<file path="src/core/mhc_pkg.sv">
/*
  Package of the maintenance hours counter: register map, field widths,
  reset values and timing constants.
  Assumes a 100 MHz system clock and a 32-bit classic Wishbone master.
*/
package mhc_pkg;

  // Clock and hour time base
  localparam longint unsigned CLK_HZ = 100000000;
  localparam longint unsigned HOUR_S = 3600;
  localparam longint unsigned HOUR_CYCLES = CLK_HZ * HOUR_S;

  // Value ranges
  localparam int MI_W = 14;
  localparam int OT_W = 17;
  localparam logic [MI_W-1:0] MI_MAX = 14'h270f;
  localparam logic [OT_W-1:0] OT_MAX = 17'h1869f;

  // Register byte offsets
  localparam logic [3:0] REG_CTRL = 4'h0;
  localparam logic [3:0] REG_INTERVAL = 4'h4;
  localparam logic [3:0] REG_OPTIME = 4'h8;
  localparam logic [3:0] REG_TOGO = 4'hc;

  // Control register bit positions
  localparam int CTRL_CLR_EN_BIT = 0;
  localparam int CTRL_Q_IND_BIT = 1;
  localparam int CTRL_EXT_MI_BIT = 2;
  localparam int CTRL_START_BIT = 3;
  localparam int CTRL_Q_BIT = 8;

  // Reset values
  localparam logic [MI_W-1:0] MI_RST = 14'h0064;
  localparam logic [OT_W-1:0] OT_RST = 17'h00000;

  // Control-program inputs
  typedef struct packed {
    logic monitor;
    logic clear;
    logic clear_all;
  } mhc_ctl_t;

  // Stored counter state
  typedef struct packed {
    logic [MI_W-1:0] interval;
    logic [OT_W-1:0] optime;
    logic [MI_W-1:0] togo;
  } mhc_cnt_t;

endpackage : mhc_pkg

</file>
<file path="src/core/mhc_hour_tick.sv">
/*
  Hour time base: one-cycle enable pulse every CYCLES clocks while run is high.
  Assumes a single clock domain and synchronous active-low reset.
*/
`timescale 1ns/1ns
module mhc_hour_tick #(
  parameter longint unsigned CYCLES = mhc_pkg::HOUR_CYCLES
) (
  input wire logic ref_clk,
  input wire logic rstn,
  input wire logic run,
  output logic tick
);

  logic [39:0] count;
  logic [39:0] next_count;
  logic next_tick;

  always_comb begin
    next_count = count;
    next_tick = 1'b0;
    if (run) begin
      if (count >= 40'(CYCLES - 1)) begin
        next_count = 40'h0;
        next_tick = 1'b1;
      end else begin
        next_count = count + 40'h1;
      end
    end
  end

  always_ff @(posedge ref_clk) begin
    if (!rstn) begin
      count <= 40'h0;
      tick <= 1'b0;
    end else begin
      count <= next_count;
      tick <= next_tick;
    end
  end

endmodule : mhc_hour_tick

</file>
<file path="src/core/mhc_counter.sv">
/*
  Maintenance hours counter with a classic Wishbone register slave.
  Assumes the control program drives monitor, clear and clear_all from
  outside this clock domain, and that storage is kept powered so its
  contents survive loss of the rest of the supply.
*/
// The Wishbone register port and the register offsets were decided locally.
`timescale 1ns/1ns
module mhc_counter #(
  parameter longint unsigned HOUR_CYCLES = mhc_pkg::HOUR_CYCLES
) (
  input wire logic ref_clk,
  input wire logic rstn,
  input wire logic monitor_in,
  input wire logic clear_in,
  input wire logic clear_all_in,
  input wire logic [mhc_pkg::MI_W-1:0] ext_interval,
  input wire logic wb_cyc_i,
  input wire logic wb_stb_i,
  input wire logic wb_we_i,
  input wire logic [3:0] wb_adr_i,
  input wire logic [3:0] wb_sel_i,
  input wire logic [31:0] wb_dat_i,
  output logic [31:0] wb_dat_o,
  output logic wb_ack_o,
  output logic switch_out
);

  // Three-stage synchronisers for the control-program inputs
  mhc_pkg::mhc_ctl_t s1, s2, s3;
  mhc_pkg::mhc_ctl_t in_now;
  mhc_pkg::mhc_ctl_t in_prev;
  mhc_pkg::mhc_ctl_t next_in_prev;

  always_ff @(posedge ref_clk) begin
    if (!rstn) begin
      s1 <= '0;
      s2 <= '0;
      s3 <= '0;
    end else begin
      s1 <= {monitor_in, clear_in, clear_all_in};
      s2 <= s1;
      s3 <= s2;
    end
  end

  // A change counts only once stages two and three agree
  always_comb begin
    next_in_prev = in_prev;
    if (s2.monitor == s3.monitor) next_in_prev.monitor = s3.monitor;
    if (s2.clear == s3.clear) next_in_prev.clear = s3.clear;
    if (s2.clear_all == s3.clear_all) next_in_prev.clear_all = s3.clear_all;
    in_now = next_in_prev;
  end

  always_ff @(posedge ref_clk) begin
    if (!rstn) in_prev <= '0;
    else in_prev <= next_in_prev;
  end

  logic clr_rise;
  logic clr_all_rise;
  assign clr_rise = in_now.clear & ~in_prev.clear;
  assign clr_all_rise = in_now.clear_all & ~in_prev.clear_all;

  // Hour time base runs only while monitored input is high
  logic hour_tick;

  mhc_hour_tick #(
    .CYCLES(HOUR_CYCLES)
  ) u_tick (
    .ref_clk(ref_clk),
    .rstn(rstn),
    .run(in_prev.monitor),
    .tick(hour_tick)
  );

  // Control register and retained counters
  logic clr_en_opt;
  logic q_indep;
  logic ext_mi_sel;
  logic next_clr_en_opt, next_q_indep, next_ext_mi_sel;
  mhc_pkg::mhc_cnt_t cnt;
  mhc_pkg::mhc_cnt_t next_cnt;
  logic next_switch;
  logic [mhc_pkg::MI_W-1:0] mi_live;
  logic [mhc_pkg::MI_W-1:0] mi_clip;
  logic wb_req;
  logic wb_wr;
  logic start_req;
  logic [31:0] wdat;
  logic [mhc_pkg::OT_W-1:0] ot_mod;
  logic [mhc_pkg::MI_W-1:0] start_togo;

  assign wb_req = wb_cyc_i & wb_stb_i & ~wb_ack_o;
  assign wb_wr = wb_req & wb_we_i;
  assign wdat = {{8{wb_sel_i[3]}}, {8{wb_sel_i[2]}}, {8{wb_sel_i[1]}}, {8{wb_sel_i[0]}}} & wb_dat_i;

  // Live interval from another block or the stored constant, clipped to range
  assign mi_live = ext_mi_sel ? ext_interval : cnt.interval;
  assign mi_clip = (mi_live > mhc_pkg::MI_MAX) ? mhc_pkg::MI_MAX : mi_live;

  // Start value: interval minus remainder of operating time
  always_comb begin
    ot_mod = '0;
    start_togo = '0;
    if (mi_clip != '0) begin
      ot_mod = cnt.optime % {3'h0, mi_clip};
      start_togo = mi_clip - ot_mod[mhc_pkg::MI_W-1:0];
    end
  end

  assign start_req = wb_wr & (wb_adr_i == mhc_pkg::REG_CTRL) & wb_sel_i[0] & wb_dat_i[mhc_pkg::CTRL_START_BIT];

  always_comb begin
    next_clr_en_opt = clr_en_opt;
    next_q_indep = q_indep;
    next_ext_mi_sel = ext_mi_sel;
    next_cnt = cnt;
    next_switch = switch_out;
    // Counting first, so clear events below take priority over a tick
    // Tick lags the run flag a cycle; only monitored time makes one
    if (hour_tick) begin
      if (cnt.optime < mhc_pkg::OT_MAX) next_cnt.optime = cnt.optime + 17'h1;
      if (cnt.togo != '0) next_cnt.togo = cnt.togo - 14'h1;
    end
    if (next_cnt.togo == '0) next_switch = 1'b1;
    if (!in_prev.monitor && clr_en_opt && !q_indep) next_switch = 1'b0;
    if (clr_rise) begin
      next_cnt.togo = mi_clip;
      next_switch = 1'b0;
    end
    if (clr_all_rise) begin
      next_cnt.togo = mi_clip;
      next_cnt.optime = '0;
      next_switch = 1'b0;
    end
    if (wb_wr) begin
      unique case (wb_adr_i)
        mhc_pkg::REG_CTRL: begin
          if (wb_sel_i[0]) begin
            next_clr_en_opt = wb_dat_i[mhc_pkg::CTRL_CLR_EN_BIT];
            next_q_indep = wb_dat_i[mhc_pkg::CTRL_Q_IND_BIT];
            next_ext_mi_sel = wb_dat_i[mhc_pkg::CTRL_EXT_MI_BIT];
          end
        end
        mhc_pkg::REG_INTERVAL: begin
          next_cnt.interval = (wdat[mhc_pkg::MI_W-1:0] > mhc_pkg::MI_MAX) ? mhc_pkg::MI_MAX
                              : wdat[mhc_pkg::MI_W-1:0];
        end
        mhc_pkg::REG_OPTIME: begin
          next_cnt.optime = (wdat[mhc_pkg::OT_W-1:0] > mhc_pkg::OT_MAX) ? mhc_pkg::OT_MAX
                            : wdat[mhc_pkg::OT_W-1:0];
        end
        default: begin
        end
      endcase
    end
    if (start_req) begin
      next_cnt.togo = start_togo;
      next_switch = (start_togo == '0);
    end
  end

  // Only synchronous reset touches the counters; power-fail retention is the
  // job of the storage supply, so rstn is expected only at first power-up
  always_ff @(posedge ref_clk) begin
    if (!rstn) begin
      clr_en_opt <= 1'b0;
      q_indep <= 1'b0;
      ext_mi_sel <= 1'b0;
      cnt.interval <= mhc_pkg::MI_RST;
      cnt.optime <= mhc_pkg::OT_RST;
      cnt.togo <= mhc_pkg::MI_RST;
      switch_out <= 1'b0;
    end else begin
      clr_en_opt <= next_clr_en_opt;
      q_indep <= next_q_indep;
      ext_mi_sel <= next_ext_mi_sel;
      cnt <= next_cnt;
      switch_out <= next_switch;
    end
  end

  // Wishbone answer: ack one cycle after the request, unmapped reads zero
  logic [31:0] next_dat;
  logic next_ack;

  always_comb begin
    next_ack = wb_req;
    next_dat = 32'h0;
    if (wb_req && !wb_we_i) begin
      unique case (wb_adr_i)
        mhc_pkg::REG_CTRL: begin
          next_dat[mhc_pkg::CTRL_CLR_EN_BIT] = clr_en_opt;
          next_dat[mhc_pkg::CTRL_Q_IND_BIT] = q_indep;
          next_dat[mhc_pkg::CTRL_EXT_MI_BIT] = ext_mi_sel;
          next_dat[mhc_pkg::CTRL_Q_BIT] = switch_out;
        end
        mhc_pkg::REG_INTERVAL: next_dat[mhc_pkg::MI_W-1:0] = mi_clip;
        mhc_pkg::REG_OPTIME: next_dat[mhc_pkg::OT_W-1:0] = cnt.optime;
        mhc_pkg::REG_TOGO: next_dat[mhc_pkg::MI_W-1:0] = cnt.togo;
        default: next_dat = 32'h0;
      endcase
    end
  end

  always_ff @(posedge ref_clk) begin
    if (!rstn) begin
      wb_ack_o <= 1'b0;
      wb_dat_o <= 32'h0;
    end else begin
      wb_ack_o <= next_ack;
      wb_dat_o <= next_dat;
    end
  end

  // Checks
  AST_OT_SATURATES: assert property (@(posedge ref_clk) disable iff (!rstn)
    cnt.optime == mhc_pkg::OT_MAX && !clr_all_rise && !wb_wr |=> cnt.optime == mhc_pkg::OT_MAX)
    else $error("operating time left its ceiling");
  AST_FROZEN_WHEN_LOW: assert property (@(posedge ref_clk) disable iff (!rstn)
    !in_prev.monitor && !hour_tick && !clr_rise && !clr_all_rise && !wb_wr
    |=> $stable(cnt.optime) && $stable(cnt.togo))
    else $error("counters moved while monitor low");
  AST_Q_AT_ZERO: assert property (@(posedge ref_clk) disable iff (!rstn)
    cnt.togo == '0 && !clr_rise && !clr_all_rise && !wb_wr && (in_prev.monitor || !clr_en_opt || q_indep)
    |=> switch_out)
    else $error("output not set at zero time-to-go");
  AST_CLEAR: assert property (@(posedge ref_clk) disable iff (!rstn)
    clr_rise && !clr_all_rise && !start_req && !wb_wr
    |=> !switch_out && cnt.togo == $past(mi_clip) && cnt.optime >= $past(cnt.optime))
    else $error("clear did not reload");
  AST_CLEAR_ALL: assert property (@(posedge ref_clk) disable iff (!rstn)
    clr_all_rise && !start_req && !wb_wr |=> !switch_out && cnt.optime == '0 && cnt.togo == $past(mi_clip))
    else $error("clear-all did not zero");
  AST_MON_LOW_CLEARS: assert property (@(posedge ref_clk) disable iff (!rstn)
    !in_prev.monitor && clr_en_opt && !q_indep && !start_req |=> !switch_out)
    else $error("monitor low did not drop output");
  AST_Q_INDEPENDENT: assert property (@(posedge ref_clk) disable iff (!rstn)
    switch_out && q_indep && !clr_rise && !clr_all_rise && !wb_wr |=> switch_out)
    else $error("output dropped while independent");
  AST_TICK_COUNTS: assert property (@(posedge ref_clk) disable iff (!rstn)
    hour_tick && cnt.optime < mhc_pkg::OT_MAX && !clr_all_rise && !wb_wr
    |=> cnt.optime == $past(cnt.optime) + 17'h1)
    else $error("operating time missed a tick");
  AST_START_VALUE: assert property (@(posedge ref_clk) disable iff (!rstn)
    start_req |=> cnt.togo == $past(start_togo))
    else $error("start value not loaded");
  AST_WB_ACK: assert property (@(posedge ref_clk) disable iff (!rstn)
    wb_ack_o |=> !wb_ack_o)
    else $error("ack held two cycles");

  // Range and time base
  AST_INTERVAL_RANGE: assert property (@(posedge ref_clk) disable iff (!rstn)
    cnt.interval <= mhc_pkg::MI_MAX && mi_clip <= mhc_pkg::MI_MAX)
    else $error("interval out of range");

  AST_OT_RANGE: assert property (@(posedge ref_clk) disable iff (!rstn)
    cnt.optime <= mhc_pkg::OT_MAX)
    else $error("operating time out of range");

  AST_TICK_FROM_RUN: assert property (@(posedge ref_clk) disable iff (!rstn)
    hour_tick |-> $past(in_prev.monitor))
    else $error("hour tick without monitored time");

  AST_TOGO_STEP: assert property (@(posedge ref_clk) disable iff (!rstn)
    hour_tick && cnt.togo != '0 && !clr_rise && !clr_all_rise && !wb_wr
    |=> cnt.togo == $past(cnt.togo) - 14'h1)
    else $error("time-to-go missed a tick");

  AST_TOGO_FLOOR: assert property (@(posedge ref_clk) disable iff (!rstn)
    hour_tick && cnt.togo == '0 && !clr_rise && !clr_all_rise && !wb_wr |=> cnt.togo == '0)
    else $error("time-to-go wrapped below zero");

  AST_CLEAR_KEEPS_OT: assert property (@(posedge ref_clk) disable iff (!rstn)
    clr_rise && !clr_all_rise && !hour_tick && !wb_wr |=> $stable(cnt.optime))
    else $error("clear touched operating time");

  // Input edges
  AST_CLEAR_EDGE: assert property (@(posedge ref_clk) disable iff (!rstn)
    clr_rise |-> !$past(in_now.clear))
    else $error("clear acted without a rising edge");

  AST_CLEAR_ALL_EDGE: assert property (@(posedge ref_clk) disable iff (!rstn)
    clr_all_rise |-> !$past(in_now.clear_all))
    else $error("clear-all acted without a rising edge");

  // Interval source and start value
  AST_EXT_INTERVAL: assert property (@(posedge ref_clk) disable iff (!rstn)
    ext_mi_sel && clr_rise && !clr_all_rise && !wb_wr
    |=> cnt.togo == (($past(ext_interval) > mhc_pkg::MI_MAX) ? mhc_pkg::MI_MAX : $past(ext_interval)))
    else $error("clear ignored the live interval");

  AST_PRESET: assert property (@(posedge ref_clk) disable iff (!rstn)
    wb_wr && wb_adr_i == mhc_pkg::REG_OPTIME && wb_sel_i == 4'hf && wb_dat_i <= 32'(mhc_pkg::OT_MAX)
    |=> cnt.optime == $past(wb_dat_i[mhc_pkg::OT_W-1:0]))
    else $error("operating time preset lost");

  AST_START_ARITH: assert property (@(posedge ref_clk) disable iff (!rstn)
    start_req && mi_clip != '0
    |-> 17'(start_togo) + ot_mod == {3'h0, mi_clip} && ot_mod < {3'h0, mi_clip})
    else $error("start value does not add up");

  // Register bus
  AST_WB_IDLE_DATA: assert property (@(posedge ref_clk) disable iff (!rstn)
    !wb_ack_o |-> wb_dat_o == 32'h0)
    else $error("read data while not acking");

  AST_WB_ACK_REQ: assert property (@(posedge ref_clk) disable iff (!rstn)
    wb_ack_o |-> $past(wb_cyc_i && wb_stb_i))
    else $error("ack without a request");

  AST_WB_RD_Q: assert property (@(posedge ref_clk) disable iff (!rstn)
    wb_req && !wb_we_i && wb_adr_i == mhc_pkg::REG_CTRL
    |=> wb_dat_o[mhc_pkg::CTRL_Q_BIT] == $past(switch_out))
    else $error("control read lost the output state");

  // Scenarios
  COV_EXPIRE: cover property (@(posedge ref_clk) disable iff (!rstn) !switch_out ##1 switch_out);
  COV_CLEAR: cover property (@(posedge ref_clk) disable iff (!rstn) switch_out && clr_rise);
  COV_CLEAR_ALL: cover property (@(posedge ref_clk) disable iff (!rstn) clr_all_rise);
  COV_SATURATE: cover property (@(posedge ref_clk) disable iff (!rstn) cnt.optime == mhc_pkg::OT_MAX);
  COV_START: cover property (@(posedge ref_clk) disable iff (!rstn) start_req);

endmodule : mhc_counter

</file>
<file path="config.mk">
export PLATFORM = sky130hd
export DESIGN_NAME = mhc_counter
export DESIGN_NICKNAME = d
export VERILOG_FILES = /design/src/core/mhc_pkg.sv /design/src/core/mhc_hour_tick.sv /design/src/core/mhc_counter.sv
export SDC_FILE = /design/constraint.sdc
export NUM_CORES = 1
export LEC_CHECK = 0
export ABC_AREA = 1
export BUFFER_PORTS_ARGS = -buffer_cell sky130_fd_sc_hd__buf_4
export CAP_MARGIN = 20
export CORE_MARGIN = 2
export CORE_UTILIZATION = 35
export DETAILED_ROUTE_END_ITERATION = 8
export PLACE_DENSITY_LB_ADDON = 0.3
export SLEW_MARGIN = 20
export SYNTH_ARGS = -nofsm -noshare
export SYNTH_HDL_FRONTEND = slang
export SYNTH_SLANG_ARGS = --single-unit
</file>
<file path="constraint.sdc">
create_clock -name ref_clk -period 45.1 [get_ports ref_clk]
set_input_delay 6.765 -clock ref_clk [delete_from_list [all_inputs] [get_ports ref_clk]]
set_output_delay 6.765 -clock ref_clk [all_outputs]
set_load 0.01 [all_outputs]
</file>
==> impl_metrics.yaml <==
sta:
  worstMarginPinSlew_ns: 1.01
  final.min_clock_period_ns: 41.21
  rsz0062_at_grt: "false"
  tns_ns: 0
  setup_slack_ns: 3.89
  slew_violations: 0
  period_share_pct: 91.4
  finalSetupViolCount: 0
  finClkSkew_ns: 0.0146
  slew_headroom_pct: 32.3
  clock.fmax_mhz: 24.3
  hold_viol: 0
min_path:
  min_to: "s2[1]$_SDFF_PN0_"
  hold_path_class: "reg2reg"
  min_delay_path_depth: 2
  hold_path_startpoint: "s1[1]$_SDFF_PN0_"
yosys:
  synth_top_area_share_pct: 16.4
  synth_area_leaders: "dfxtp_1, nand2_1, ha_1"
  synth_warnings: 0
  yosysTopAreaCell: "dfxtp_1"
  async_flop_share_pct: 0
  synthCells: 2351
  ys_ff_latch: 120
  avgSynthCellArea_um2: 6.23
  synth-edff-count: 0
  synth_area_mm2: 0.0146
  ys_dominant_reg_cell: "dfxtp_1"
  netlist-cell-type-count: 72
  ys_seq_area_share_pct: 16.4
place:
  pre_cts_ws_ns: 2.10
  place_hpwl_mm: 35.6
  dpl_cell_area_mm2: 0.0155
  portBuffers: 64
  gp_congestion: 0.929
floorplanning:
  ioPinCount: 96
  rows: 74
  initial_core_util_pct: 35.7
  dieWidth_um: 208
  die_h_um: 208
  core_area_mm2: 0.0410
  die_area_mm2: 0.0435
clocking:
  clock_latency_ns: 0.42
  clockRootBuffer: "clkbuf_16"
  cts.sinks: 120
  cts_hold_buf: 0
  clkTransAtPathRegs_ns: 0.05
  cts_tree: "yes"
  cts_buffer_depth: 2
  cts_buffers: 17
  htreeDepth: 4
route:
  vias: 15200
  vias_per_cell: 5.15
  drt_pass1_iterations: 5
  drtAntennaViolNets: 0
  wl_per_cell_um: 15.1
  route.detailed.drc: 0
  wl_mm: 44.5
  drt_iter0_markers: 963
critical_path:
  cp_data_arrival_time_ns: 41.56
  crit_top_cell: "nand2_1"
  reg2reg_depth: 241
  reg2reg_from: "ext_mi_sel$_SDFFE_PN0P_"
  r2r_end: "switch_out$_SDFFE_PN0P_"
  cp.required_ns: 45.45
  worst-r2r-setup-slack_ns: 9.30
  crit_path_max_fanout: 17
  cp-end-kind: "flip-flop"
  cp_slowest_cell: "a211oi_1"
  start_kind: "primary input"
  slowest_delay_ns: 0.37
  crit_type: "in2reg"
global_route:
  track_usage_pct: 20.2
  grt_pass1_vias: 14200
  grt_max_degree: 36
  overflow: 0
  antenna_found_initial: 0
  grt_pass1_wl_mm: 71.9
finish:
  nNetsFinal: 2613
  diodes: 0
  syn_to_final_growth_pct: 11.0
  drive_gt1_share_pct: 11.2
  fin_area_mm2: 0.0163
run:
  maxCapViolCount: 0
status:
  status: "finished, final reports clean"
final cells by class:
type	count	area (um^2)
fillers	4417	24800
multi-input cells	1823	10600
flip-flops and latches	120	2400
inverters	355	1350
well taps	532	666
repair buffers	80	601
clock buffers	19	433
clock inverters	13	191
placed cells by master, fill, tap and decap left out, types with 8 or more instances in the layout:
cell       synthesis  layout
a211oi_1          11      11
clkbuf_16          0      17
nand4_1           31      31
nor2_2             8       8
o21ai_1           31      33
a21oi_2           14      16
nor4_1            14      13
inv_2             11      10
nand2_2           29      31
nand2_4            8       8
conb_1             1      15
xnor2_1           34      34
xor2_1            78      78
a21oi_1          155     153
dfxtp_1          120     120
or2_2             28      28
ha_1             152     152
nor2_1           197     197
o21ai_0          147     143
a31oi_1           25      25
nand3_2           11      11
nand2_1          550     548
buf_4             20      80
nor3_1            56      56
o21ai_2           12      14
o21bai_1          11      11
inv_1            339     337
nand3_1          111     111
worst max-delay path: cells and delay by family:
kind                       cells  cell delay, ns
AOI/OAI and AO/OA             74           12.94
adders and majority gates     17            5.29
xor gates and xnor gates       1            0.16
buffers and inverters         39            3.87
and+or+nand+nor              110           12.36
routing by layer:
| metal | wire length (um) | vias to the layer above | part of all wire, % | track usage (%) |
|---|---|---|---|---|
| met2 | 20300 | 385 | 46 | 34.0 |
| met5 | 0 | - | 0 | 0 |
| met4 | 1230 | 0 | 2.8 | 5.93 |
| met3 | 2220 | 62 | 5.0 | 2.14 |
| met1 | 20800 | 6942 | 47 | 27.1 |
| li1 | - | 7776 | - | - |
kinds of logic after synthesis:
kind of cell	count (synthesis)	synth area share (%)
compound gates	461	18.6
xor+xnor	112	6.70
fa+ha+maj	154	13.3
buf+inv	424	12.0
flops	120	16.4
mux	1	0.0684
other cells	1	0.0256
simple gates	1078	33.0
per-stage QoR:
stage,utilization (%),hold slack (ns),cells
after floorplan,-,0.390,2365
after CTS,39.4,0.414,2936
after global routing,39.6,0.426,2942
final,39.6,0.409,2942
after detailed placement,37.8,0.401,2904
after global placement,37.8,0.396,2904
registers in the layout, indices dropped and copies added (netlist names):
name / flops
in_prev: 3
u_tick.count: 40
q_indep: 1
u_tick.tick: 1
s3: 3
clr_en_opt: 1
wb_dat_o: 17
wb_ack_o: 1
ext_mi_sel: 1
s2: 3
s1: 3
switch_out: 1
cnt: 45
synth_stat cells, types with 6 or more instances:
master	instances
a221oi_1	6
nor2_1	197
nand2_4	8
o21ai_2	12
o21ai_0	147
buf_2	6
nor2_2	8
xor2_1	78
a31oi_1	25
a211oi_1	11
a21oi_2	14
nand2_2	29
nor3_1	56
o21bai_2	6
dfxtp_1	120
nand3b_1	6
nand3_2	11
a21oi_1	155
o21ai_1	31
o21bai_1	11
nor4_1	14
clkbuf_1	35
inv_1	339
nand4_1	31
inv_2	11
nand3_1	111
nand2_1	550
ha_1	152
buf_4	20
xnor2_1	34
or2_2	28
how the worst max path moves through the flow:
stage,startpoint,endpoint,slack (ns),cells after the start
after floorplan,ext_interval[5],switch_out$_SDFFE_PN0P_,9.20,247
after CTS,ext_interval[12],switch_out$_SDFFE_PN0P_,2.38,237
after global placement,ext_interval[13],switch_out$_SDFFE_PN0P_,2.58,237
after detailed placement,ext_interval[13],switch_out$_SDFFE_PN0P_,2.10,239
after global routing,ext_interval[13],switch_out$_SDFFE_PN0P_,0.17,246
final,ext_interval[13],switch_out$_SDFFE_PN0P_,3.89,241
repair_timing:
item | 4_1_cts | 5_1_grt
resized for setup | 0 | 15
buffers inserted | 0 | 4
endpoints found under the setup margin | 0 | 10
Power is left out: the tool's default activity adds up to more than one toggle a clock period on the data nets, which glitch-free logic cannot reach.
